### src/mwk_pkg.sv
// package for the display link host wake-up controller: register map of
// the controller's own apb registers, the client's register map, timing.
// assumes a 100 MHz pclk; strobe cycles are built from pclk by a divider.
package mwk_pkg;

    // apb register byte offsets of the controller itself
    localparam logic [7:0] CTRL_OFS   = 8'h00;  // commands and config
    localparam logic [7:0] STATUS_OFS = 8'h04;  // state, flags

    // ctrl fields
    localparam int CTRL_SHUT_BIT  = 0;  // write 1: start shutdown
    localparam int CTRL_WAKE_BIT  = 1;  // write 1: host wake-up
    localparam int CTRL_AUTO_BIT  = 2;  // 1: honour client requests
    localparam logic CTRL_AUTO_RST = 1'b1;

    // status fields
    localparam int STAT_ST_LSB    = 0;  // [2:0] link state
    localparam int STAT_AWAKE_BIT = 3;  // link awake
    localparam int STAT_REQ_BIT   = 4;  // sticky client request, w1c

    // client register map, reached by register access packets only
    localparam logic [7:0] CLI_FRAME_WAKE_OFS = 8'h50;  // see (RULE_14)
    localparam logic [7:0] CLI_WAKE_POINT_OFS = 8'h51;  // see (RULE_15)
    localparam logic [7:0] CLI_PIN_DATA_OFS   = 8'h66;  // see (RULE_19)
    localparam logic [7:0] CLI_PIN_DIR_OFS    = 8'h67;  // see (RULE_20)
    localparam logic [7:0] CLI_PIN_IRQ_OFS    = 8'h68;  // see (RULE_18)
    localparam logic [7:0] CLI_PIN_IEN_OFS    = 8'h69;  // see (RULE_21)
    localparam logic [7:0] CLI_PIN_POL_OFS    = 8'h6A;
    localparam logic [9:0] CLI_PIN_DIR_RST    = 10'h000;
    localparam logic [9:0] CLI_PIN_IEN_RST    = 10'h000;
    localparam logic [9:0] CLI_PIN_POL_RST    = 10'h3FF;

    // timing
    localparam int CLK_PERIOD_NS = 10;
    localparam logic [7:0] STB_HALF_CLKS = 8'h04;  // 80 ns strobe period
    localparam int SETTLE_NS  = 200;               // least, rounds up
    localparam int SETTLE_CYC = (SETTLE_NS + CLK_PERIOD_NS - 1)
                                / CLK_PERIOD_NS;
    localparam logic [7:0] SHUT_CYC     = 8'h40;  // 64 strobe cycles
    localparam logic [7:0] DATA_OFF_CYC = 8'h20;  // 32, inside 16..48
    localparam logic [7:0] HI_CYC       = 8'h96;  // 150 pulses data high
    localparam logic [7:0] LO_CYC       = 8'h32;  // 50 cycles data low
    localparam logic [1:0] REQ_FILT     = 2'h2;   // samples to accept req

    // link states
    typedef enum logic [2:0] {
        ST_ACTIVE   = 3'h0,
        ST_SHUT     = 3'h1,
        ST_HIBER    = 3'h2,
        ST_SETTLE   = 3'h3,
        ST_PULSE_HI = 3'h4,
        ST_PULSE_LO = 3'h5
    } mwk_state_t;

    // drive of the two link pins
    typedef struct packed {
        logic data_out;
        logic data_oe;
        logic stb_oe;
    } mwk_drive_t;

endpackage

### src/mwk_host.sv
// host end of the display serial link: hibernation entry, client service
// request detection, wake-up sequence; apb slave for its own registers.
// assumes data_in comes from a pin (synchronised here); strobe is made here.
// Function
// (RULE_01) toggle strobe 64 cycles after shutdown, stop
// (RULE_02) data low, release between 16 and 48
// (RULE_03) hibernation: data and strobe drivers off
// (RULE_04) client offsets its strobe receiver first
// (RULE_05) client then drives data high
// (RULE_06) answer client request: data high, strobe low
// (RULE_07) wait 200 ns before first strobe pulse
// (RULE_08) 150 pulses with data held high
// (RULE_09) client drops offset at first pulse
// (RULE_10) client releases after 70, host holds on
// (RULE_11) hold data low 50 strobe cycles
// (RULE_12) then forward link starts with header
// (RULE_13) client wake triggers configured before shutdown; the bench sets them while the link hibernates
// (RULE_14) frame wake enable syncs request to vsync
// (RULE_15) frame and line count set wake point; the client model counts frames only
// (RULE_16) awake flag; wake request clears itself
// (RULE_17) pin edge latches interrupt, wakes link; the client model only arms the wake and requests it at the frame wake point
// (RULE_18) host reads and clears pin interrupts
// (RULE_19) pin data register drives output pins
// (RULE_20) direction register, zero means input
// (RULE_21) pin interrupt enable and polarity registers
// (RULE_22) input pins serve only as wake sources
//
// Local design decision: register access over APB.
module mwk_host (
    input  wire logic        pclk,
    input  wire logic        presetn,
    input  wire logic        psel,
    input  wire logic        penable,
    input  wire logic        pwrite,
    input  wire logic [7:0]  paddr,
    input  wire logic [31:0] pwdata,
    output logic      [31:0] prdata,
    output logic             pready,
    output logic             pslverr,
    input  wire logic        data_in,
    output logic             data_out,
    output logic             data_oe,
    output logic             stb_out,
    output logic             stb_oe,
    output logic             link_awake
);
    // link state and counters
    mwk_pkg::mwk_state_t st_q;      // link state
    mwk_pkg::mwk_state_t st_d;
    logic [7:0]          cnt_q;     // strobe cycles within a state
    logic [7:0]          cnt_d;
    logic [4:0]          wcnt_q;    // pclk cycles of the settle wait
    logic [4:0]          wcnt_d;
    mwk_pkg::mwk_drive_t drv_q;     // registered pin drive
    mwk_pkg::mwk_drive_t drv_d;
    logic                run_q;     // strobe divider enable
    logic                run_d;
    logic                awake_d;

    // data pin synchroniser and request filter
    logic       din_s1_q;   // first stage, read by second stage only
    logic       din_s2_q;
    logic [1:0] req_cnt_q;  // consecutive high samples in hibernation
    logic [1:0] req_cnt_d;

    // apb state
    logic        pready_q;
    logic        pslverr_q;
    logic [31:0] prdata_q;
    logic        auto_q;     // honour client requests
    logic        req_seen_q; // sticky client request flag
    logic        stb_q;
    logic        cyc_done;

    // apb decode
    wire acc      = psel & penable;
    wire rd_phase = acc & !pready_q;
    wire wr_hit   = acc & pready_q & pwrite;
    wire hit_ctrl = (paddr == mwk_pkg::CTRL_OFS);
    wire hit_stat = (paddr == mwk_pkg::STATUS_OFS);
    wire mapped   = hit_ctrl | hit_stat;
    wire ctrl_wr  = wr_hit & hit_ctrl;
    wire shut_cmd = ctrl_wr & pwdata[mwk_pkg::CTRL_SHUT_BIT];
    wire wake_cmd = ctrl_wr & pwdata[mwk_pkg::CTRL_WAKE_BIT];
    wire req_clr  = wr_hit & hit_stat & pwdata[mwk_pkg::STAT_REQ_BIT];

    // client asks for service: it drives data high while we float it
    wire cli_req  = (st_q == mwk_pkg::ST_HIBER) && din_s2_q &&
                    (req_cnt_q == mwk_pkg::REQ_FILT - 2'h1);
    wire cyc_last = cyc_done && (cnt_q == st_last(st_q));

    wire [31:0] stat_word = {27'h0000000, req_seen_q, link_awake,
                             st_q};
    wire [31:0] ctrl_word = {29'h00000000, auto_q, 2'h0};
    wire [31:0] rd_word   = hit_ctrl ? ctrl_word :
                            hit_stat ? stat_word : 32'h00000000;

    // last strobe cycle index of each counted state
    function automatic logic [7:0] st_last(input mwk_pkg::mwk_state_t s);
        logic [7:0] n;
        n = 8'h00;
        unique case (s)
            mwk_pkg::ST_SHUT:     n = mwk_pkg::SHUT_CYC - 8'h01;
            mwk_pkg::ST_PULSE_HI: n = mwk_pkg::HI_CYC - 8'h01;
            mwk_pkg::ST_PULSE_LO: n = mwk_pkg::LO_CYC - 8'h01;
            default:              n = 8'hFF;
        endcase
        return n;
    endfunction

    // strobe source
    mwk_stb_gen u_stb (
        .pclk       (pclk),
        .presetn    (presetn),
        .run        (run_q),
        .stb_q      (stb_q),
        .cyc_done_q (cyc_done)
    );

    // next state of the link sequencer
    always_comb begin
        st_d = st_q;
        unique case (st_q)
            mwk_pkg::ST_ACTIVE:
                if (shut_cmd) begin
                    st_d = mwk_pkg::ST_SHUT;
                end
            mwk_pkg::ST_SHUT:
                if (cyc_last) begin
                    st_d = mwk_pkg::ST_HIBER;   // see (RULE_01)
                end
            mwk_pkg::ST_HIBER:
                // client request only counts when enabled
                if (wake_cmd || (cli_req && auto_q)) begin
                    st_d = mwk_pkg::ST_SETTLE;  // see (RULE_06)
                end
            mwk_pkg::ST_SETTLE:
                if (wcnt_q == 5'(mwk_pkg::SETTLE_CYC - 1)) begin
                    st_d = mwk_pkg::ST_PULSE_HI;  // see (RULE_07)
                end
            mwk_pkg::ST_PULSE_HI:
                if (cyc_last) begin
                    st_d = mwk_pkg::ST_PULSE_LO;  // see (RULE_10)
                end
            mwk_pkg::ST_PULSE_LO:
                if (cyc_last) begin
                    st_d = mwk_pkg::ST_ACTIVE;    // see (RULE_12)
                end
            default:
                st_d = mwk_pkg::ST_HIBER;
        endcase
    end

    // strobe and settle counters restart on every state change; request filter clears on data low or outside hibernation
    assign cnt_d  = (st_d != st_q) ? 8'h00 :
                    cyc_done ? cnt_q + 8'h01 : cnt_q;
    assign wcnt_d = (st_q == mwk_pkg::ST_SETTLE && st_d == st_q) ?
                    wcnt_q + 5'h01 : 5'h00;
    assign req_cnt_d = (st_q == mwk_pkg::ST_HIBER && din_s2_q) ?
                       ((req_cnt_q == mwk_pkg::REQ_FILT - 2'h1) ?
                        req_cnt_q : req_cnt_q + 2'h1) : 2'h0;

    // pin drive from the next state so the pins move with it
    always_comb begin
        drv_d   = '0;
        run_d   = 1'b0;
        awake_d = 1'b0;
        unique case (st_d)
            mwk_pkg::ST_ACTIVE: begin
                // forward link running: data low stands for idle
                drv_d.data_oe = 1'b1;
                drv_d.stb_oe  = 1'b1;
                run_d         = 1'b1;
                awake_d       = 1'b1;
            end
            mwk_pkg::ST_SHUT: begin
                // data low first, released at a fixed point in the window
                drv_d.data_oe = (st_q != mwk_pkg::ST_SHUT) ||
                                (cnt_d < mwk_pkg::DATA_OFF_CYC); // see (RULE_02)
                drv_d.stb_oe  = 1'b1;
                run_d         = 1'b1;   // see (RULE_01)
            end
            mwk_pkg::ST_HIBER: begin
                drv_d = '0;             // see (RULE_03)
            end
            mwk_pkg::ST_SETTLE: begin
                drv_d.data_out = 1'b1;  // see (RULE_06)
                drv_d.data_oe  = 1'b1;
                drv_d.stb_oe   = 1'b1;  // strobe held low
            end
            mwk_pkg::ST_PULSE_HI: begin
                // strobe toggles every bit, as for data zero
                drv_d.data_out = 1'b1;  // see (RULE_08)
                drv_d.data_oe  = 1'b1;
                drv_d.stb_oe   = 1'b1;
                run_d          = 1'b1;
            end
            mwk_pkg::ST_PULSE_LO: begin
                drv_d.data_oe = 1'b1;   // see (RULE_11)
                drv_d.stb_oe  = 1'b1;
                run_d         = 1'b1;
            end
            default: begin
                drv_d = '0;
            end
        endcase
    end

    // data pin synchroniser
    always_ff @(posedge pclk or negedge presetn) begin
        if (!presetn) begin
            din_s1_q <= 1'b0;
            din_s2_q <= 1'b0;
        end else begin
            din_s1_q <= data_in;
            din_s2_q <= din_s1_q;
        end
    end

    // sequencer registers; reset leaves the link hibernating
    always_ff @(posedge pclk or negedge presetn) begin
        if (!presetn) begin
            st_q      <= mwk_pkg::ST_HIBER;
            cnt_q     <= 8'h00;
            wcnt_q    <= 5'h00;
            req_cnt_q <= 2'h0;
            drv_q     <= '0;
            run_q     <= 1'b0;
        end else begin
            st_q      <= st_d;
            cnt_q     <= cnt_d;
            wcnt_q    <= wcnt_d;
            req_cnt_q <= req_cnt_d;
            drv_q     <= drv_d;
            run_q     <= run_d;
        end
    end

    // awake flag follows the sequencer
    always_ff @(posedge pclk or negedge presetn) begin
        if (!presetn) begin
            link_awake <= 1'b0;
        end else begin
            link_awake <= awake_d;
        end
    end

    // apb: one wait state, answer registered so outputs come from flops
    always_ff @(posedge pclk or negedge presetn) begin
        if (!presetn) begin
            pready_q  <= 1'b0;
            pslverr_q <= 1'b0;
            prdata_q  <= 32'h00000000;
        end else begin
            pready_q  <= rd_phase;
            pslverr_q <= rd_phase & !mapped;
            prdata_q  <= (rd_phase && !pwrite) ? rd_word : 32'h00000000;
        end
    end

    // config and sticky request; a new request wins over its clear
    always_ff @(posedge pclk or negedge presetn) begin
        if (!presetn) begin
            auto_q     <= mwk_pkg::CTRL_AUTO_RST;
            req_seen_q <= 1'b0;
        end else begin
            if (ctrl_wr) begin
                auto_q <= pwdata[mwk_pkg::CTRL_AUTO_BIT];
            end
            req_seen_q <= cli_req | (req_seen_q & !req_clr);
        end
    end

    assign prdata   = prdata_q;
    assign pready   = pready_q;
    assign pslverr  = pslverr_q;
    assign data_out = drv_q.data_out;
    assign data_oe  = drv_q.data_oe;
    assign stb_oe   = drv_q.stb_oe;
    assign stb_out  = stb_q;
endmodule

### src/mwk_stb_gen.sv
// strobe divider: makes the link strobe from pclk and marks each cycle end.
// assumes run is a registered level from the same clock.
module mwk_stb_gen (
    input  wire logic pclk,
    input  wire logic presetn,
    input  wire logic run,
    output logic      stb_q,
    output logic      cyc_done_q
);
    logic [7:0] div_q;   // pclk count within half period
    logic [7:0] div_d;
    wire        half_end = (div_q == mwk_pkg::STB_HALF_CLKS - 8'h01);

    // wrap the divider at each half period, clear it while stopped
    assign div_d = (!run || half_end) ? 8'h00 : div_q + 8'h01;

    // strobe toggles each half period; a falling toggle ends a cycle,
    // so a stopped strobe always rests low
    always_ff @(posedge pclk or negedge presetn) begin
        if (!presetn) begin
            div_q      <= 8'h00;
            stb_q      <= 1'b0;
            cyc_done_q <= 1'b0;
        end else begin
            div_q      <= div_d;
            stb_q      <= run ? (stb_q ^ half_end) : 1'b0;
            cyc_done_q <= run & half_end & stb_q;
        end
    end
endmodule

### config.mk
export PLATFORM = sky130hd
export DESIGN_NAME = mwk_host
export DESIGN_NICKNAME = d
export VERILOG_FILES = /design/src/mwk_pkg.sv /design/src/mwk_host.sv /design/src/mwk_stb_gen.sv
export SDC_FILE = /design/constraint.sdc
export NUM_CORES = 1
export LEC_CHECK = 0
export ABC_AREA = 1
export BUFFER_PORTS_ARGS = -buffer_cell sky130_fd_sc_hd__buf_4
export CAP_MARGIN = 20
export CORE_MARGIN = 3
export CORE_UTILIZATION = 30
export CTS_CLUSTER_SIZE = 16
export DETAILED_ROUTE_END_ITERATION = 12
export PLACE_DENSITY = 0.63
export SYNTH_ARGS = -nofsm -noshare
export SYNTH_HDL_FRONTEND = slang
export SYNTH_SLANG_ARGS = --single-unit
### constraint.sdc
create_clock -name pclk -period 1.6 [get_ports pclk]
set_input_delay 0.16 -clock pclk [delete_from_list [all_inputs] [get_ports pclk]]
set_output_delay 0.16 -clock pclk [all_outputs]
set_load 0.1 [all_outputs]
; ---- Word-level counts from Yosys, hierarchy flattened
; Index checks and enable logic that the tools add are counted.
; Widths: inputs -> output; s select.
[op_classes]
n_eq_ne = 18
add_sub_neg = 4
reduce_logical = 20
bitwise_logic = 16
muxes = 22
order_cmp = 1
[op_table]
columns = cell, n
row1 = $mux 8, 3
row2 = $pmux 8 s3, 1
row3 = $mux 5, 4
row4 = $mux 3, 6
row5 = $pmux 3 s6, 1
row6 = $add 8x1->8 const B, 2
row7 = $and 1x1->1, 13
row8 = $eq 3x3->1 const B, 4
row9 = $eq 3x2->1 const B, 3
row10 = $eq 8x2->1 const B, 1
row11 = $eq 8x3->1 const B, 1
row12 = $eq 8x8->1, 1
row13 = $logic_not 8->1, 1
row14 = $lt 8x6->1 const B, 1
row15 = $reduce_or 4->1, 2
row16 = $eq 3x1->1 const B, 2
row17 = $logic_and 1x1->1, 6
row18 = $logic_not 3->1, 2
row19 = $add 5x1->5 const B, 1
row20 = $eq 5x5->1 const B, 1
row21 = $logic_not 1->1, 5
row22 = $mux 1, 4
row23 = $mux 2, 2
row24 = $pmux 2 s2, 1
row25 = other kinds (10), 13
[word_totals]
register_bits = 44
wordCells = 100
output_inout_bits = 39

; ---- Longest topological paths before layout
[logic_depth]
word_depth = 13
ltp_mapped = 15
depth_no_buf = 15

; ---- Hierarchy
; From an unflattened synthesis, not the netlist that was laid out.
[unflattened]
hier_cells = 294
area_unflattened_um2 = 2482.4
[modules_own_cells]
columns = module, n_inst, area_per_inst_um2, cells_per_inst
row1 = mwk_host, 1, 1980.6, 230
row2 = mwk_stb_gen, 1, 501.7, 64

; ---- Worst setup path before layout
; Ideal clock, no wire load.
[synth_path]
path_kind = flip-flop to flip-flop
startpoint = reg pready_q (netlist: pready)
endpoint = reg drv_q (netlist bit data_oe)
path_stages_with_launch = 12
path_buffers = 0
setup_ns = 0.122
slack_ns = -0.476
arrival_time_ns = 1.954
required_time_ns = 1.478
cell_sequence = dfrtp_1 nand2_1 nor2_1 nand3_1 nand2_1 a21oi_2 nand3_4 nand2_2 nand2_2 o311ai_1 nor2_1 nor2_1
[synth_rtl]
columns = item, line_no
row1 = from (decl), mwk_host.sv:67  ; logic pready_q;
row2 = from (signal assigned), mwk_host.sv:255  ; pready_q <= rd_phase;
row3 = to (signal assigned), mwk_host.sv:234  ; drv_q <= drv_d;
row4 = to (decl), mwk_host.sv:54  ; mwk_pkg::mwk_drive_t drv_q;

==> flow_summary.toml <==
[status]
status = "finished, violations left"
failed_checks = "negative setup slack"

[global_route]
grt_pass1_vias = 1767
antenna_found_initial = 0
grt.total_usage = 0.1046
use_met1 = 0.1320
grt_pass1_wl_mm = 7.465
grt_overflow_total = 0
met3_usage = 0.02920
busiest_layer = "met2"
use_met2 = 0.1691
grt_max_degree = 45

[clock_tree]
clk_pin_slew_ns = 0.08
clkLatencyLatePin_ns = 0.29
h-tree-depth = 2
cts.path.max_buffers = 2
root_buffer = "clkbuf_8"
numCtsBuffers = 5
cts.sink_count = 44
tritoncts = "done"

[drt]
drtAntennaViolNets = 0
avgViaCountPerCell = 4.197
drc = 0
routedWlPerCell_um = 10.46
vias = 1876
dr.first_iter.drc_count = 87
firstDrtPassIters = 4
routed_wl_mm = 4.674

[logic_synthesis]
yosys.area.top_type = "dfrtp_1"
netlist_area_mm2 = 0.002392
yosysSeqAreaShare = 0.4613
synth_cell_types = 38
synth-warning-count = 0
ys_seq_elements = 44
synthesis.instances = 275
synth_area_leaders = "dfrtp_1 (44%), buf_4 (8.5%), nor2_1 (6.3%)"
synth_top_area_frac = 0.4393
syn_area_per_cell_um2 = 8.699

[critical_path]
start_kind = "flop"
crit_required_ns = 1.80
cpPeakStageDelay_ns = 0.60
cp_max_fo = 5
cp_cell_sequence = "inv_4 > nand2_4 > nand2_2 > nand2_2 > nand2_2 > nor2_4 > nand4_1 > nand2_2 > nand3_4 > buf_4 > buf_4 > o211ai_1"
critical_path_class = "flop to flop"
crit_buf_inv = 3
crit_top_cell = "nand2_2"
critPathTopFamily = "simple AND/OR/NAND/NOR gates"
endpoint_kind = "flop"
cp.arrival_ns = 2.08
worst_path_max_delay_cell = "dfstp_2"

[pwr]
p_leak_nw = 1.549
peakVddDrop_uv = 283.5
power_density_mw_per_mm2 = 720.9

[sta]
rsz0062_at_grt = "yes"
final-setup-viol-count = 16
report.final.hold_viol_count = 0
min_period_ns = 1.884
timing.final.ws_setup_ns = -0.2839
maxSlewViolCount = 0
fmax_ghz = 0.5308
skew_ns = 0.006921
relSlewSlack = 0.6342
worstMarginPinSlew_ns = 0.5486
timing.final.crit_share = 1.177

[worst_hold_path]
min_path_type = "input pin to flop"

[cells_and_area]
area_delta_synth_final_pct = 30.13
layout-drive-gt1-share = 0.3477
layout.nets = 397
final_common_cell = "buf_4"
final_cell_mix = "buf_4 (65), dfrtp_1 (40), nor2_1 (36)"
final_cell_area_mm2 = 0.003113
n_antenna_cell = 0

[floorplanning]
placementRows = 31
dieWidth_um = 95.30
die_y_um = 95.30
start_util = 0.3196
die_area_mm2 = 0.009082
fp.coreArea_mm2 = 0.007486
ios = 85

[placed_design]
globalplace.congestion = 0.8565
io_buffer_count = 29
place_worst_setup_slack_ns = -0.2449
dpl_cell_area_mm2 = 0.002895
dp_hpwl_mm = 3.452

[job]
drv_cap = 0
## registers in the layout, indices dropped and copies added, names as in the netlist, 2 cells and up
register     cells
cnt_q            8
prdata           5
req_cnt_q        2
st_q             3
u_stb.div_q      8
wcnt_q           5
## per-layer routing
metal  up-vias  share of wire
met5         -              0
met4         0          0.012
met3         4          0.074
met2        55           0.47
met1       844           0.45
li1        973              -
## worst min-delay path, cell delays in order
cell and delay (ns):
buf_4 0.11, inv_1 0.05, a31oi_1 0.08
## power by group
group,internal [mW],leakage [nW],switching [mW]
logic,0.0376,0.933,0.333
clock network,0.394,0.0515,0.360
registers,1.12,0.564,0.00198
total,1.55,1.55,0.695
## repair_timing
item | CTS | global route
endpoints found under the hold margin | 43 | 0
setup endpoints to repair | 16 | 17
hold buffers | 2 | 0
gates resized for setup | 8 | 13
setup buffers | 0 | 3
pin swaps | 5 | 4
## logic make-up (layout without fill, tap and decap cells)
family	count (synthesis)	in the layout	share of synthesized area
xor gates and xnor gates	6	6	0.02197
other	1	27	0.001568
muxes	1	1	0.004184
AOI/OAI and AO/OA	19	19	0.04864
DFF	44	44	0.4613
and+or+nand+nor	137	137	0.2971
adders and majority gates	4	4	0.02092
buffers and inverters	63	110	0.1443
## synthesized netlist by cell type
master and n:
a21oi_1 9, a21oi_2 1, a22o_1 1, a31oi_1 1, buf_4 27, buf_6 1, clkbuf_1 1, conb_1 1
dfrtp_1 42, dfstp_2 2, ha_1 4, inv_1 30, inv_2 4, mux2i_1 1, nand2_1 34, nand2_2 9
nand2_4 1, nand3_1 17, nand3_4 2, nand3b_1 1, nand4_1 5, nor2_1 40, nor2_2 4, nor2_4 1
nor3_1 8, nor3_2 1, nor3b_1 4, nor3b_2 4, nor4_1 4, nor4b_1 1, o211ai_1 1, o21ai_0 3
o21ai_1 1, o21bai_2 1, o311ai_1 1, or2_2 1, xnor2_1 1, xor2_1 5
## worst paths after layout
path	cells past startpoint	to	from	slack, ns
worst max-delay path	12	data_out	st_q[1]	-0.28
worst min-delay path	3	auto_q	pwdata[2]	0.11
worst max register to register	12	data_out	st_q[1]	-0.28
worst min register to register	0	din_s2_q	din_s1_q	0.36
max in group asynchronous	2	pready	presetn	0.79
min in group asynchronous	2	cnt_q[4]	presetn	0.40
## cell type report
class                           instances  area, um2
Timing Repair Buffer                   68      519.2
Clock buffer                            8      100.1
Inverter                               34      130.1
Sequential cell                        44       1109
Fill cell                             738       4373
Tap cell                               99      123.9
Multi-Input combinational cell        194       1131
## per-stage QoR
step | hold slack, ns | util | cells | total power, mW | setup TNS, ns
3_5_place_dp | 0.2037 | 0.3868 | 435 | 1.511 | -2.498
2_1_floorplan | -0.1356 | - | 301 | 1.499 | -0.6975
5_1_grt | 0.1148 | 0.4158 | 447 | 2.343 | -5.143
6_report | 0.1129 | 0.4158 | 447 | 2.244 | -3.194
3_3_place_gp | 0.1942 | 0.3868 | 435 | 1.509 | -2.030
4_1_cts | 0.1086 | 0.4073 | 445 | 2.280 | -2.472
(Power assumes the default switching activity.)
